**src/include/icr_pkg.sv**
```systemverilog
/*
 * Shared constants for the I2C control-register block: register address,
 * control bit positions, status bit positions and the wait points.
 * Assumes a byte-wide processor data path with bit-mask writes.
 */
package icr_pkg;
   localparam logic [15:0] ICR_CTRL_ADDR    = 16'hffa6;
   localparam logic [7:0]  ICR_CTRL_RESET   = 8'h00;
   localparam logic [7:0]  ICR_STATUS_RESET = 8'h00;

   // Control register bit positions
   localparam int ICR_B_ENABLE = 7;
   localparam int ICR_B_EXIT   = 6;
   localparam int ICR_B_WREL   = 5;
   localparam int ICR_B_SPIE   = 4;
   localparam int ICR_B_WTIM   = 3;
   localparam int ICR_B_ACKE   = 2;
   localparam int ICR_B_STT    = 1;
   localparam int ICR_B_SPT    = 0;

   // Bits that hold a stored value; the two command bits read back as zero
   localparam logic [7:0] ICR_CTRL_STORE_MASK = 8'h9f;

   // Status register bit positions
   localparam int ICR_S_MASTER = 7;
   localparam int ICR_S_EXT    = 6;
   localparam int ICR_S_MATCH  = 5;
   localparam int ICR_S_TRC    = 4;
   localparam int ICR_S_ACKD   = 3;
   localparam int ICR_S_STD    = 2;
   localparam int ICR_S_SPD    = 1;

   // Flags cleared by an exit from communication
   localparam logic [7:0] ICR_EXIT_CLR_MASK = 8'hfc;

   localparam int         ICR_CNT_W = 4;
   localparam logic [3:0] ICR_WAIT_EIGHTH = 4'h8;
   localparam logic [3:0] ICR_WAIT_NINTH  = 4'h9;
   localparam logic [3:0] ICR_CNT_FIRST   = 4'h1;
   localparam logic [3:0] ICR_CNT_ZERO    = 4'h0;

   typedef enum logic [1:0] {
      ICR_OFF,
      ICR_RUN,
      ICR_WAIT,
      ICR_STANDBY
   } icr_state_e;
endpackage

```
**src/rtl/icr_sync.sv**
```systemverilog
/*
 * Two-flop synchroniser for a group of level inputs.
 * Assumes the inputs are asynchronous to sys_clk; only the second stage is read.
 */
`timescale 1ns/10ps
`default_nettype none
module icr_sync #(
   parameter int WIDTH = 2
) (
   input  wire logic             sys_clk,
   input  wire logic             rst_b,
   input  wire logic [WIDTH-1:0] asyncIn,
   output logic      [WIDTH-1:0] syncOut
);
   logic [WIDTH-1:0] meta_ff;
   logic [WIDTH-1:0] sync_ff;

   // Reset to high: an idle bus floats high, so no false edge at release
   always_ff @(posedge sys_clk or negedge rst_b) begin
      if (!rst_b) begin
         meta_ff <= '1;
         sync_ff <= '1;
      end else begin
         meta_ff <= asyncIn;
         sync_ff <= meta_ff;
      end
   end

   assign syncOut = sync_ff;
endmodule
`default_nettype wire

```
**src/rtl/icr_control.sv**
```systemverilog
/*
 * I2C bus control register with enable, exit-from-communication and
 * wait-release handling, line wait control, start/stop detection and the
 * status flags that these commands touch.
 * Assumes the shift register, address compare and start/stop generators sit
 * outside and talk through the request, done and flag-set ports.
 */
`timescale 1ns/10ps
`default_nettype none
module icr_control
   import icr_pkg::*;
(
   input  wire logic        sys_clk,
   input  wire logic        rst_b,
   input  wire logic [15:0] cpuAddr,
   input  wire logic        cpuWrite,
   input  wire logic [7:0]  cpuBitMask,
   input  wire logic [7:0]  cpuWrData,
   input  wire logic        cpuRead,
   output logic      [7:0]  cpuRdData,
   input  wire logic        sclIn,
   output logic             sclOut,
   output logic             sclOe,
   input  wire logic        sdaIn,
   output logic             sdaOut,
   output logic             sdaOe,
   input  wire logic        noiseFilterOn,
   input  wire logic        txDataBit,
   input  wire logic        setMasterState,
   input  wire logic        setTransmitState,
   input  wire logic        setAckDetected,
   input  wire logic        addressMatch,
   input  wire logic        extensionCode,
   input  wire logic        startRefused,
   input  wire logic        startDone,
   input  wire logic        stopDone,
   output logic             startRequest,
   output logic             stopRequest,
   output logic             stopIntEnable,
   output logic             transferInt,
   output logic             stopInt,
   output logic      [7:0]  busStatus,
   output logic             startRefusedFlag,
   output logic             busBusyFlag,
   output logic             clockLineLevel,
   output logic             dataLineLevel,
   output logic             standby,
   output logic             internalRun
);
   import icr_pkg::*;

   logic [7:0]           ctrl_ff;
   logic [7:0]           nxt_ctrl;
   logic [7:0]           status_ff;
   logic [7:0]           nxt_status;
   logic [7:0]           rdData_ff;
   icr_state_e           state_ff;
   icr_state_e           nxt_state;
   logic [ICR_CNT_W-1:0] bitCnt_ff;
   logic [ICR_CNT_W-1:0] nxt_bitCnt;
   logic                 sclPrev_ff;
   logic                 sdaPrev_ff;
   logic                 enablePrev_ff;
   logic                 afterStop_ff;
   logic                 afterStart_ff;
   logic                 busy_ff;
   logic                 refused_ff;
   logic                 clkLvl_ff;
   logic                 datLvl_ff;
   logic                 xferInt_ff;
   logic                 stopInt_ff;
   logic [1:0]           lineSync;

   icr_sync #(
      .WIDTH (2)
   ) u_sync (
      .sys_clk (sys_clk),
      .rst_b   (rst_b),
      .asyncIn ({sclIn, sdaIn}),
      .syncOut (lineSync)
   );

   wire sclS = lineSync[1];
   wire sdaS = lineSync[0];

   // Register access decode
   wire addrHit   = (cpuAddr == ICR_CTRL_ADDR);
   wire wrHit     = cpuWrite & addrHit;
   wire [7:0] wrSet = cpuWrData & cpuBitMask;
   wire enabled   = ctrl_ff[ICR_B_ENABLE];
   // Commands act only on an enabled interface, judged before this write
   wire exitCmd   = wrHit & wrSet[ICR_B_EXIT] & enabled;
   wire wrelCmd   = wrHit & wrSet[ICR_B_WREL] & enabled;

   // Line events
   wire sclFall   = sclPrev_ff & ~sclS;
   wire enableRise = enabled & ~enablePrev_ff;
   // A low data line at enable looks like a falling edge through the filter
   wire spurStart = enableRise & sclS & ~sdaS & noiseFilterOn;
   wire startDet  = enabled & ((sclS & sclPrev_ff & sdaPrev_ff & ~sdaS) | spurStart);
   wire stopDet   = enabled & sclS & sclPrev_ff & ~sdaPrev_ff & sdaS;

   wire transmitting = status_ff[ICR_S_TRC];
   wire counting     = (state_ff == ICR_RUN);
   wire [ICR_CNT_W-1:0] cntInc = bitCnt_ff + ICR_CNT_FIRST;
   wire [ICR_CNT_W-1:0] fallCnt = (bitCnt_ff == ICR_WAIT_NINTH) ? ICR_CNT_FIRST : cntInc;
   wire [ICR_CNT_W-1:0] waitPoint = ctrl_ff[ICR_B_WTIM] ? ICR_WAIT_NINTH
                                                        : ICR_WAIT_EIGHTH;
   wire waitHit   = counting & sclFall & (fallCnt == waitPoint);
   wire waitFree  = (state_ff == ICR_WAIT) & wrelCmd;
   wire ninthFree = waitFree & (bitCnt_ff == ICR_WAIT_NINTH) & transmitting;

   // Master restart after a stop, or a hit on the address after a start
   wire rejoin = (afterStop_ff & ctrl_ff[ICR_B_STT])
               | (afterStart_ff & (addressMatch | extensionCode));

   // Control register next value
   always_comb begin
      nxt_ctrl = ctrl_ff;
      if (wrHit) begin
         // Bit-mask merge serves both single-bit and byte writes
         nxt_ctrl = ((ctrl_ff & ~cpuBitMask) | wrSet) & ICR_CTRL_STORE_MASK;
      end
      if (enabled & startDone) begin
         nxt_ctrl[ICR_B_STT] = 1'b0;
      end
      if (enabled & stopDone) begin
         nxt_ctrl[ICR_B_SPT] = 1'b0;
      end
      if (exitCmd) begin
         nxt_ctrl[ICR_B_STT] = 1'b0;
         nxt_ctrl[ICR_B_SPT] = 1'b0;
      end
   end

   // Link state
   always_comb begin
      nxt_state = state_ff;
      unique case (state_ff)
         ICR_OFF: begin
            if (enabled) begin
               nxt_state = ICR_RUN;
            end
         end
         ICR_RUN: begin
            if (waitHit) begin
               nxt_state = ICR_WAIT;
            end
         end
         ICR_WAIT: begin
            if (waitFree) begin
               nxt_state = ICR_RUN;
            end
         end
         ICR_STANDBY: begin
            if (rejoin) begin
               nxt_state = ICR_RUN;
            end
         end
      endcase
      if (exitCmd) begin
         nxt_state = ICR_STANDBY;
      end
      if (!enabled) begin
         nxt_state = ICR_OFF;
      end
   end

   // Bit counter on falling clock edges, restarted by each start
   always_comb begin
      nxt_bitCnt = bitCnt_ff;
      if (startDet || !enabled || exitCmd) begin
         nxt_bitCnt = ICR_CNT_ZERO;
      end else if (counting && sclFall) begin
         nxt_bitCnt = fallCnt;
      end
   end

   // Status flags: a hardware set wins over a clear in the same cycle
   always_comb begin
      logic [7:0] setV;
      logic [7:0] clrV;
      setV = '0;
      clrV = '0;
      setV[ICR_S_MASTER] = setMasterState;
      setV[ICR_S_EXT]    = extensionCode;
      setV[ICR_S_MATCH]  = addressMatch;
      setV[ICR_S_TRC]    = setTransmitState;
      setV[ICR_S_ACKD]   = setAckDetected;
      setV[ICR_S_STD]    = startDet;
      setV[ICR_S_SPD]    = stopDet;
      clrV[ICR_S_STD]    = stopDet;
      clrV[ICR_S_SPD]    = startDet;
      clrV[ICR_S_TRC]    = ninthFree;
      if (exitCmd) begin
         clrV = clrV | ICR_EXIT_CLR_MASK;
      end
      nxt_status = (status_ff & ~clrV) | setV;
      if (!enabled) begin
         nxt_status = ICR_STATUS_RESET;
      end
   end

   always_ff @(posedge sys_clk or negedge rst_b) begin
      if (!rst_b) begin
         ctrl_ff   <= ICR_CTRL_RESET;
         status_ff <= ICR_STATUS_RESET;
         state_ff  <= ICR_OFF;
         bitCnt_ff <= ICR_CNT_ZERO;
      end else begin
         ctrl_ff   <= nxt_ctrl;
         status_ff <= nxt_status;
         state_ff  <= nxt_state;
         bitCnt_ff <= nxt_bitCnt;
      end
   end

   always_ff @(posedge sys_clk or negedge rst_b) begin
      if (!rst_b) begin
         sclPrev_ff    <= 1'b1;
         sdaPrev_ff    <= 1'b1;
         enablePrev_ff <= 1'b0;
      end else begin
         sclPrev_ff    <= sclS;
         sdaPrev_ff    <= sdaS;
         enablePrev_ff <= enabled;
      end
   end

   // Entry conditions for leaving standby are tracked only inside standby
   always_ff @(posedge sys_clk or negedge rst_b) begin
      if (!rst_b) begin
         afterStop_ff  <= 1'b0;
         afterStart_ff <= 1'b0;
      end else if (state_ff != ICR_STANDBY) begin
         afterStop_ff  <= 1'b0;
         afterStart_ff <= 1'b0;
      end else begin
         afterStop_ff  <= (afterStop_ff & ~startDet) | stopDet;
         afterStart_ff <= (afterStart_ff & ~stopDet) | startDet;
      end
   end

   // Bus-level flags, all held clear while disabled
   always_ff @(posedge sys_clk or negedge rst_b) begin
      if (!rst_b) begin
         busy_ff    <= 1'b0;
         refused_ff <= 1'b0;
         clkLvl_ff  <= 1'b0;
         datLvl_ff  <= 1'b0;
      end else begin
         busy_ff    <= enabled & (startDet | (busy_ff & ~stopDet));
         refused_ff <= enabled & (startRefused | refused_ff);
         clkLvl_ff  <= enabled & sclS;
         datLvl_ff  <= enabled & sdaS;
      end
   end

   always_ff @(posedge sys_clk or negedge rst_b) begin
      if (!rst_b) begin
         xferInt_ff <= 1'b0;
         stopInt_ff <= 1'b0;
      end else begin
         xferInt_ff <= waitHit;
         stopInt_ff <= stopDet & ctrl_ff[ICR_B_SPIE] & (state_ff != ICR_OFF);
      end
   end

   // Read path; command bits are never stored, so they read as zero
   always_ff @(posedge sys_clk or negedge rst_b) begin
      if (!rst_b) begin
         rdData_ff <= 8'h00;
      end else if (cpuRead) begin
         rdData_ff <= addrHit ? (ctrl_ff & ICR_CTRL_STORE_MASK) : 8'h00;
      end
   end

   // Line drive: clock held low only in a wait; standby drives nothing
   wire ackPhase = (bitCnt_ff == ICR_WAIT_EIGHTH) & ~transmitting & ctrl_ff[ICR_B_ACKE];
   wire txLow    = transmitting & ~txDataBit & (bitCnt_ff < ICR_WAIT_EIGHTH);
   wire driving  = (state_ff == ICR_RUN) | (state_ff == ICR_WAIT);

   assign sclOut = 1'b0;
   assign sdaOut = 1'b0;
   assign sclOe  = (state_ff == ICR_WAIT);
   assign sdaOe  = driving & (ackPhase | txLow);

   assign cpuRdData        = rdData_ff;
   assign startRequest     = ctrl_ff[ICR_B_STT] & enabled;
   assign stopRequest      = ctrl_ff[ICR_B_SPT] & enabled;
   assign stopIntEnable    = ctrl_ff[ICR_B_SPIE] & enabled;
   assign transferInt      = xferInt_ff;
   assign stopInt          = stopInt_ff;
   assign busStatus        = status_ff;
   assign startRefusedFlag = refused_ff;
   assign busBusyFlag      = busy_ff;
   assign clockLineLevel   = clkLvl_ff;
   assign dataLineLevel    = datLvl_ff;
   assign standby          = (state_ff == ICR_STANDBY);
   assign internalRun      = (state_ff != ICR_OFF);
endmodule
`default_nettype wire

```
**config.mk**
```make
export PLATFORM = sky130hd
export DESIGN_NAME = icr_control
export DESIGN_NICKNAME = d
export VERILOG_FILES = /design/src/include/icr_pkg.sv /design/src/rtl/icr_sync.sv /design/src/rtl/icr_control.sv
export SDC_FILE = /design/constraint.sdc
export NUM_CORES = 1
export LEC_CHECK = 0
export BUFFER_PORTS_ARGS = -buffer_cell sky130_fd_sc_hd__buf_2
export CORE_MARGIN = 2
export CORE_UTILIZATION = 48
export CTS_CLUSTER_DIAMETER = 30
export DETAILED_ROUTE_END_ITERATION = 8
export GPL_ROUTABILITY_DRIVEN = 0
export PLACE_DENSITY = 0.78
export RECOVER_POWER = 25
export SLEW_MARGIN = 20
export SYNTH_ARGS = -nofsm -noshare
export SYNTH_HDL_FRONTEND = slang
export SYNTH_SLANG_ARGS = --single-unit
```
**constraint.sdc**
```tcl
create_clock -name sys_clk -period 2.1 [get_ports sys_clk]
set_input_delay 0.105 -clock sys_clk [delete_from_list [all_inputs] [get_ports sys_clk]]
set_output_delay 0.105 -clock sys_clk [all_outputs]
set_load 0.02 [all_outputs]
```
# ---- Yosys cells after proc, flatten, opt, wreduce, memory -nomap -nowiden
# Index checks and enable logic that the tools add are counted.
dict set report op_classes {
  add_sub_neg 1
  order_cmp 1
  n_eq_ne 11
  n_mux 19
  bitwise 67
  n_reduce_logical 10
}
# operator n
set ops {}
lappend ops {{1-bit bitwise AND} 43}
lappend ops {{8-bit bitwise AND} 3}
lappend ops {{8-bit two-way mux} 3}
lappend ops {{16-bit == test, second input constant} 1}
lappend ops {{8-bit inverter} 2}
lappend ops {{8-bit bitwise OR} 2}
lappend ops {{2-bit two-way mux} 7}
lappend ops {{4-bit two-way mux} 3}
lappend ops {{1-bit bitwise OR} 9}
lappend ops {{4-bit == test, second input constant} 2}
lappend ops {{4-bit by 2-bit inequality test with 1-bit output, second input constant} 2}
lappend ops {{1-bit inverter} 8}
lappend ops {{2-bit one-hot mux with 4 select lines} 1}
lappend ops {{3-bit nonzero test} 2}
lappend ops {{1-bit two-way mux} 5}
lappend ops {{4-bit by 1-bit adder with 4-bit output, second input constant} 1}
lappend ops {{2-bit == test, second input constant} 2}
lappend ops {{4-bit == test} 1}
lappend ops {{4-bit less-than comparator, second input constant} 1}
lappend ops {{4-bit by 3-bit inequality test with 1-bit output, second input constant} 1}
lappend ops {{2-bit nonzero test} 2}
lappend ops {{3-bit AND reduction} 1}
lappend ops {{2-bit by 1-bit == test with 1-bit output, second input constant} 1}
lappend ops {{2-bit logical NOT} 1}
lappend ops {{4 further kinds} 5}
dict set report word_totals {
  regBits 43
  inputBits 48
  out_inout_bits 31
  wordCells 129
}

# ---- Longest topological paths before layout
dict set report depth {
  ltp_word 12
  mapped_depth 8
  mapped_depth_nobuf 7
}

# ---- Cells and area by module
# A second synthesis with hierarchy kept.
dict set report hier_totals {
  hier_cells 183
  hier_area_um2 1909.3
}
# mod n_inst cells_each area_each_um2 seq_area_each_um2
set by_module_without_submodules {}
lappend by_module_without_submodules {icr_control 1 179 1804.2 903.4}
lappend by_module_without_submodules {icr_sync 1 4 105.1 105.1}

# ---- Worst setup path after synthesis
# No wires, ideal clock.
dict set report synth_timing {
  kind {flip-flop to flip-flop}
  from {register state_ff[1]}
  to {register state_ff[1]}
  setup_ns 0.123
  t_arrival_ns 1.466
  required_ns 1.977
  path_slack_ns 0.511
  path_stages_with_launch 9
  n_path_buf 1
  synth_period_minus_slack_ns 1.589
  cell_sequence {dfrtp_1 -> inv_1 -> ha_1 -> and3b_1 -> clkbuf_1 -> nand2b_1 -> o211ai_1 -> a21boi_2 -> o221a_1}
}
dict set report synth_via {
  elab_chain_cells 5
  elab_cells_between_ends 14
  cone_classes {eq/ne: 6; mux: 3; bitwise: 3; reduce/logical: 2}
}
# item line_no
set synth_lines {}
lappend synth_lines {{start, declared} icr_control.sv:57} ;# icr_state_e state_ff;
lappend synth_lines {{start signal, assigned} icr_control.sv:213} ;# state_ff <= nxt_state;
lappend synth_lines {{2-bit by 1-bit == test with 1-bit output} {icr_control.sv:104, icr_control.sv:139}}
lappend synth_lines {{1-bit bitwise AND (2 in a row)} icr_control.sv:109} ;# wire waitHit = counting & sclFall & (fallCnt == waitPoint);
lappend synth_lines {{4-bit by 3-bit inequality test with 1-bit output (no line)} n/a}
lappend synth_lines {{3-bit AND reduction (no line)} n/a}
# Parallel ways exist; a longest one is shown, timed or not.
# A chain may end at the register's enable or synchronous reset.

# ---- Worst setup path after layout
dict set report layout_timing {
  from {register bitCnt_ff[1]}
  to {output port sdaOe}
}
dict set report layout_via {
  elab_chain_cells 5
  elab_cells_between_ends 7
  cone_classes {order compare: 1; eq/ne: 1; bitwise: 5}
}
# item line_no
set layout_lines {}
lappend layout_lines {{start, declared} icr_control.sv:59} ;# logic [ICR_CNT_W-1:0] bitCnt_ff;
lappend layout_lines {{start signal, assigned} icr_control.sv:214} ;# bitCnt_ff <= nxt_bitCnt;
lappend layout_lines {{parallel branches: the longest is 3 deep, another holds 4-bit less-than comparator} n/a}
lappend layout_lines {{1-bit bitwise OR (*)} icr_control.sv:286} ;# assign sdaOe = driving & (ackPhase | txLow);
lappend layout_lines {{1-bit bitwise AND (*)} icr_control.sv:286}
lappend layout_lines {{end, declared} icr_control.sv:26} ;# output logic sdaOe,
# Mark *: on every way between the ends.

==> results_dict.tcl <==
set metrics [dict create \
    status "complete, no violations" \
    drt_iter0_markers 77 \
    setup-violations-final 0 \
    die_h_um 68.0 \
    antenna_left 0 \
    cap_viol_max_count 0 \
    min_path_type "in -> reg" \
    crit_chain "or3b_4 > nor4b_1 > a21oi_1 > nor2b_1 > buf_2" \
    synth_top_area_share_pct 43.3 \
    async_reset_ff_share_pct 100 \
    fmax_ghz 0.518 \
    dp_slack_ns 0.428 \
    antennaDiodeCount 0 \
    slew-limit-headroom_pct 42.8 \
    synth-seq-cells 40 \
    hold_viol_final 0 \
    worstMarginPinSlew_ns 0.858 \
    place_inst 297 \
    rsz0062_at_grt "false" \
    critPathCaptureType "output port" \
    fp.coreArea_sq_mm 0.00397 \
    worstHoldEndpoint "startRefusedFlag$_DFF_PN0_" \
    rr_worst_depth 5 \
    num_rows 23 \
    ir_worst_vdd_mv 0.476 \
    hold_depth 2 \
    layout_common_cells "57 x buf_2, 34 x dfrtp_1, 17 x clkbuf_1" \
    cts_max_level 2 \
    max_stage_delay_ns 0.44 \
    seq_area_sq_mm 0.00101 \
    clkTransAtPathRegs_ns 0.08 \
    die_w_um 68.0 \
    critPathLaunchType "flip-flop" \
    worstReg2RegEnd "state_ff[1]$_DFFE_PN0P_" \
    start_util_pct 49.5 \
    slowest_stage "dfrtp_1" \
    post_cts_buffers 0 \
    leakage_nw 1.18 \
    placement.io_buffers 73 \
    cts_buffers 5 \
    finalCritPeriodShare_pct 92.0 \
    path_buf_inv 1 \
    p_total_mw 1.51 \
    period_needed_ns 1.93 \
    slew_violations 0 \
    synth_area_sq_mm 0.00197 \
    regToRegSetupSlack_ns 0.42 \
    vias 1561 \
    io_pins 79 \
    synthAdderAreaFrac_pct 2.55 \
    detail_route.wl_per_cell_um 13.3 \
    design_area_sq_mm 0.00248 \
    required_ns 2.00 \
    fill_cells 350 \
    overflow 0 \
    die-area_sq_mm 0.00462 \
    synthMuxAreaShare_pct 4.07 \
    gr-usage-all-layers_pct 20.4 \
    p_per_area_mw_per_mm2 609 \
    cts_hold_buf 3 \
    synth_area_leaders "dfrtp_1 43%, dfstp_2 8.0%, nand3_1 3.6%" \
    cts.sinks 40 \
    clock-root-buffer "clkbuf_8" \
    vias_per_cell 5.07 \
    dpl_cell_area_sq_mm 0.00236 \
    cts_tree "done" \
    final_common_cell "buf_2" \
    synthCells 179 \
    finalNetCount 309 \
    grt_pass1_wl_um 6870 \
    postSynthAreaPerCell_sq_um 11.0 \
    yosysTopAreaCell "dfrtp_1" \
    worstPathArrival_ns 1.83 \
    clock_latency_ns 0.29 \
    setup_slack_ns 0.168 \
    instances_no_fill 308 \
    ys_seq_area_share_pct 51.3 \
    yosys_warnings 0 \
    synth-edff-count 0 \
    first_pass_iters 4 \
    synth.distinct_cells 41 \
    synth_xor_area_share_pct 0.446 \
    antenna_found_initial 0 \
    min-delay-start "startRefused" \
    r2r-start "bitCnt_ff[1]$_DFFE_PN0P_" \
    yosys_most_used_dff "dfrtp_1" \
    drive_gt1_share_pct 32.9 \
    clock_skew_ns 0.00752 \
    wl_um 4080 \
    area_delta_synth_final_pct 26.2 \
    path_delay_family "simple AND/OR/NAND/NOR gates" \
    critPathKind "reg -> out" \
    synth-compound-area-share_pct 11.1 \
    finalSetupTns_ns 0 \
    grt_pass1_vias 1525 \
    post_cts_resized 0 \
    grt_max_degree 41 \
    yosys.area_share.simple_pct 25.4 \
    dp.final_hpwl_um 3150 \
    synth_top_family_by_area "simple AND/OR/NAND/NOR gates" \
    multiInputGateArea_sq_um 875 \
    critPathLaunch "bitCnt_ff[1]$_DFFE_PN0P_" \
    drc 0 \
    path_max_fanout 7 \
    clk_path_buf_depth 2 \
]
==> cells by family after synthesis <==
family                   after synthesis
multiplexers                           6
AO/OA/AOI/OAI                         35
flip-flops                            40
buffers and inverters                 21
other                                  1
XOR/XNOR                               1
adder cells (fa/ha/maj)                4
AND/OR/NAND/NOR                       71
==> report_power, final <==
| group | internal [mW] | total, mW | switching [mW] | leakage (nW) |
|---|---|---|---|---|
| combinational | 0.0463 | 0.0981 | 0.0518 | 0.590 |
| sequential | 0.779 | 0.783 | 0.00345 | 0.537 |
| clock | 0.358 | 0.630 | 0.272 | 0.0548 |
| total | 1.18 | 1.51 | 0.328 | 1.18 |
==> flip-flops by register name (all words and copies together) (netlist names) <==
name	count
ctrl_ff	6
afterStart_ff	1
u_sync.syncOut	2
cpuRdData	6
sclPrev_ff	1
bitCnt_ff	4
busBusyFlag	1
enablePrev_ff	1
dataLineLevel	1
busStatus	7
stopInt	1
sdaPrev_ff	1
afterStop_ff	1
u_sync.meta_ff	2
startRefusedFlag	1
transferInt	1
clockLineLevel	1
state_ff	2
==> Yosys cell counts, types with 2 or more instances <==
library cell and n:
dfrtp_1 34, nand3_1 14, a21oi_1 12, inv_1 11
nand2_1 10, nor2b_1 10, o21ai_0 10, nand2b_1 8
dfstp_2 6, and2_1 5, buf_4 5, clkbuf_1 5
ha_1 4, mux2_4 4, nand2_2 4, nor2_1 4
a21boi_0 3, mux2i_1 2, nand4b_1 2, nand4bb_4 2
nor3b_1 2, nor4_4 2, o221a_1 2
==> per-stage QoR <==
step	utilization (%)	hold slack, ns
2_1_floorplan	-	-0.191
3_3_place_gp	59.4	0.210
3_5_place_dp	59.4	0.211
4_1_cts	63.1	0.00772
5_1_grt	62.5	0.0222
6_report	62.5	0.00976
==> metal layers <==
layer	vias to the layer above	routed length [um]	track usage [%]
li1	763	-	-
met1	736	1760	25.5
met2	55	2000	33.9
met3	7	257	5.43
met4	0	61	7.75
met5	-	0	0
==> worst register-to-register path, delay by kind of cell, from the launching register on <==
| family | cells | cell delay [ns] |
|---|---|---|
| AO/OA/AOI/OAI | 4 | 0.74 |
| AND/OR/NAND/NOR | 1 | 0.44 |
| flip-flops | 1 | 0.44 |
==> layout make-up <==
cell class	instances	area share [%]
clock buffers	5	2.77
clock inverters	3	1.87
inverters	11	1.66
multi-input cells	122	35.2
flip-flops and latches	40	40.6
well taps	50	2.52
repair buffers	77	15.3
==> worst max path at each step <==
stage	end	slack, ns	depth (start not counted)
4_1_cts	sdaOe	0.16	5
2_1_floorplan	state_ff[1]$_DFFE_PN0P_	0.51	8
3_5_place_dp	state_ff[1]$_DFFE_PN0P_	0.43	5
3_3_place_gp	state_ff[1]$_DFFE_PN0P_	0.49	5
5_1_grt	sdaOe	0.001	5
6_report	sdaOe	0.17	5
No activity file was read; power rests on OpenSTA's default activity.
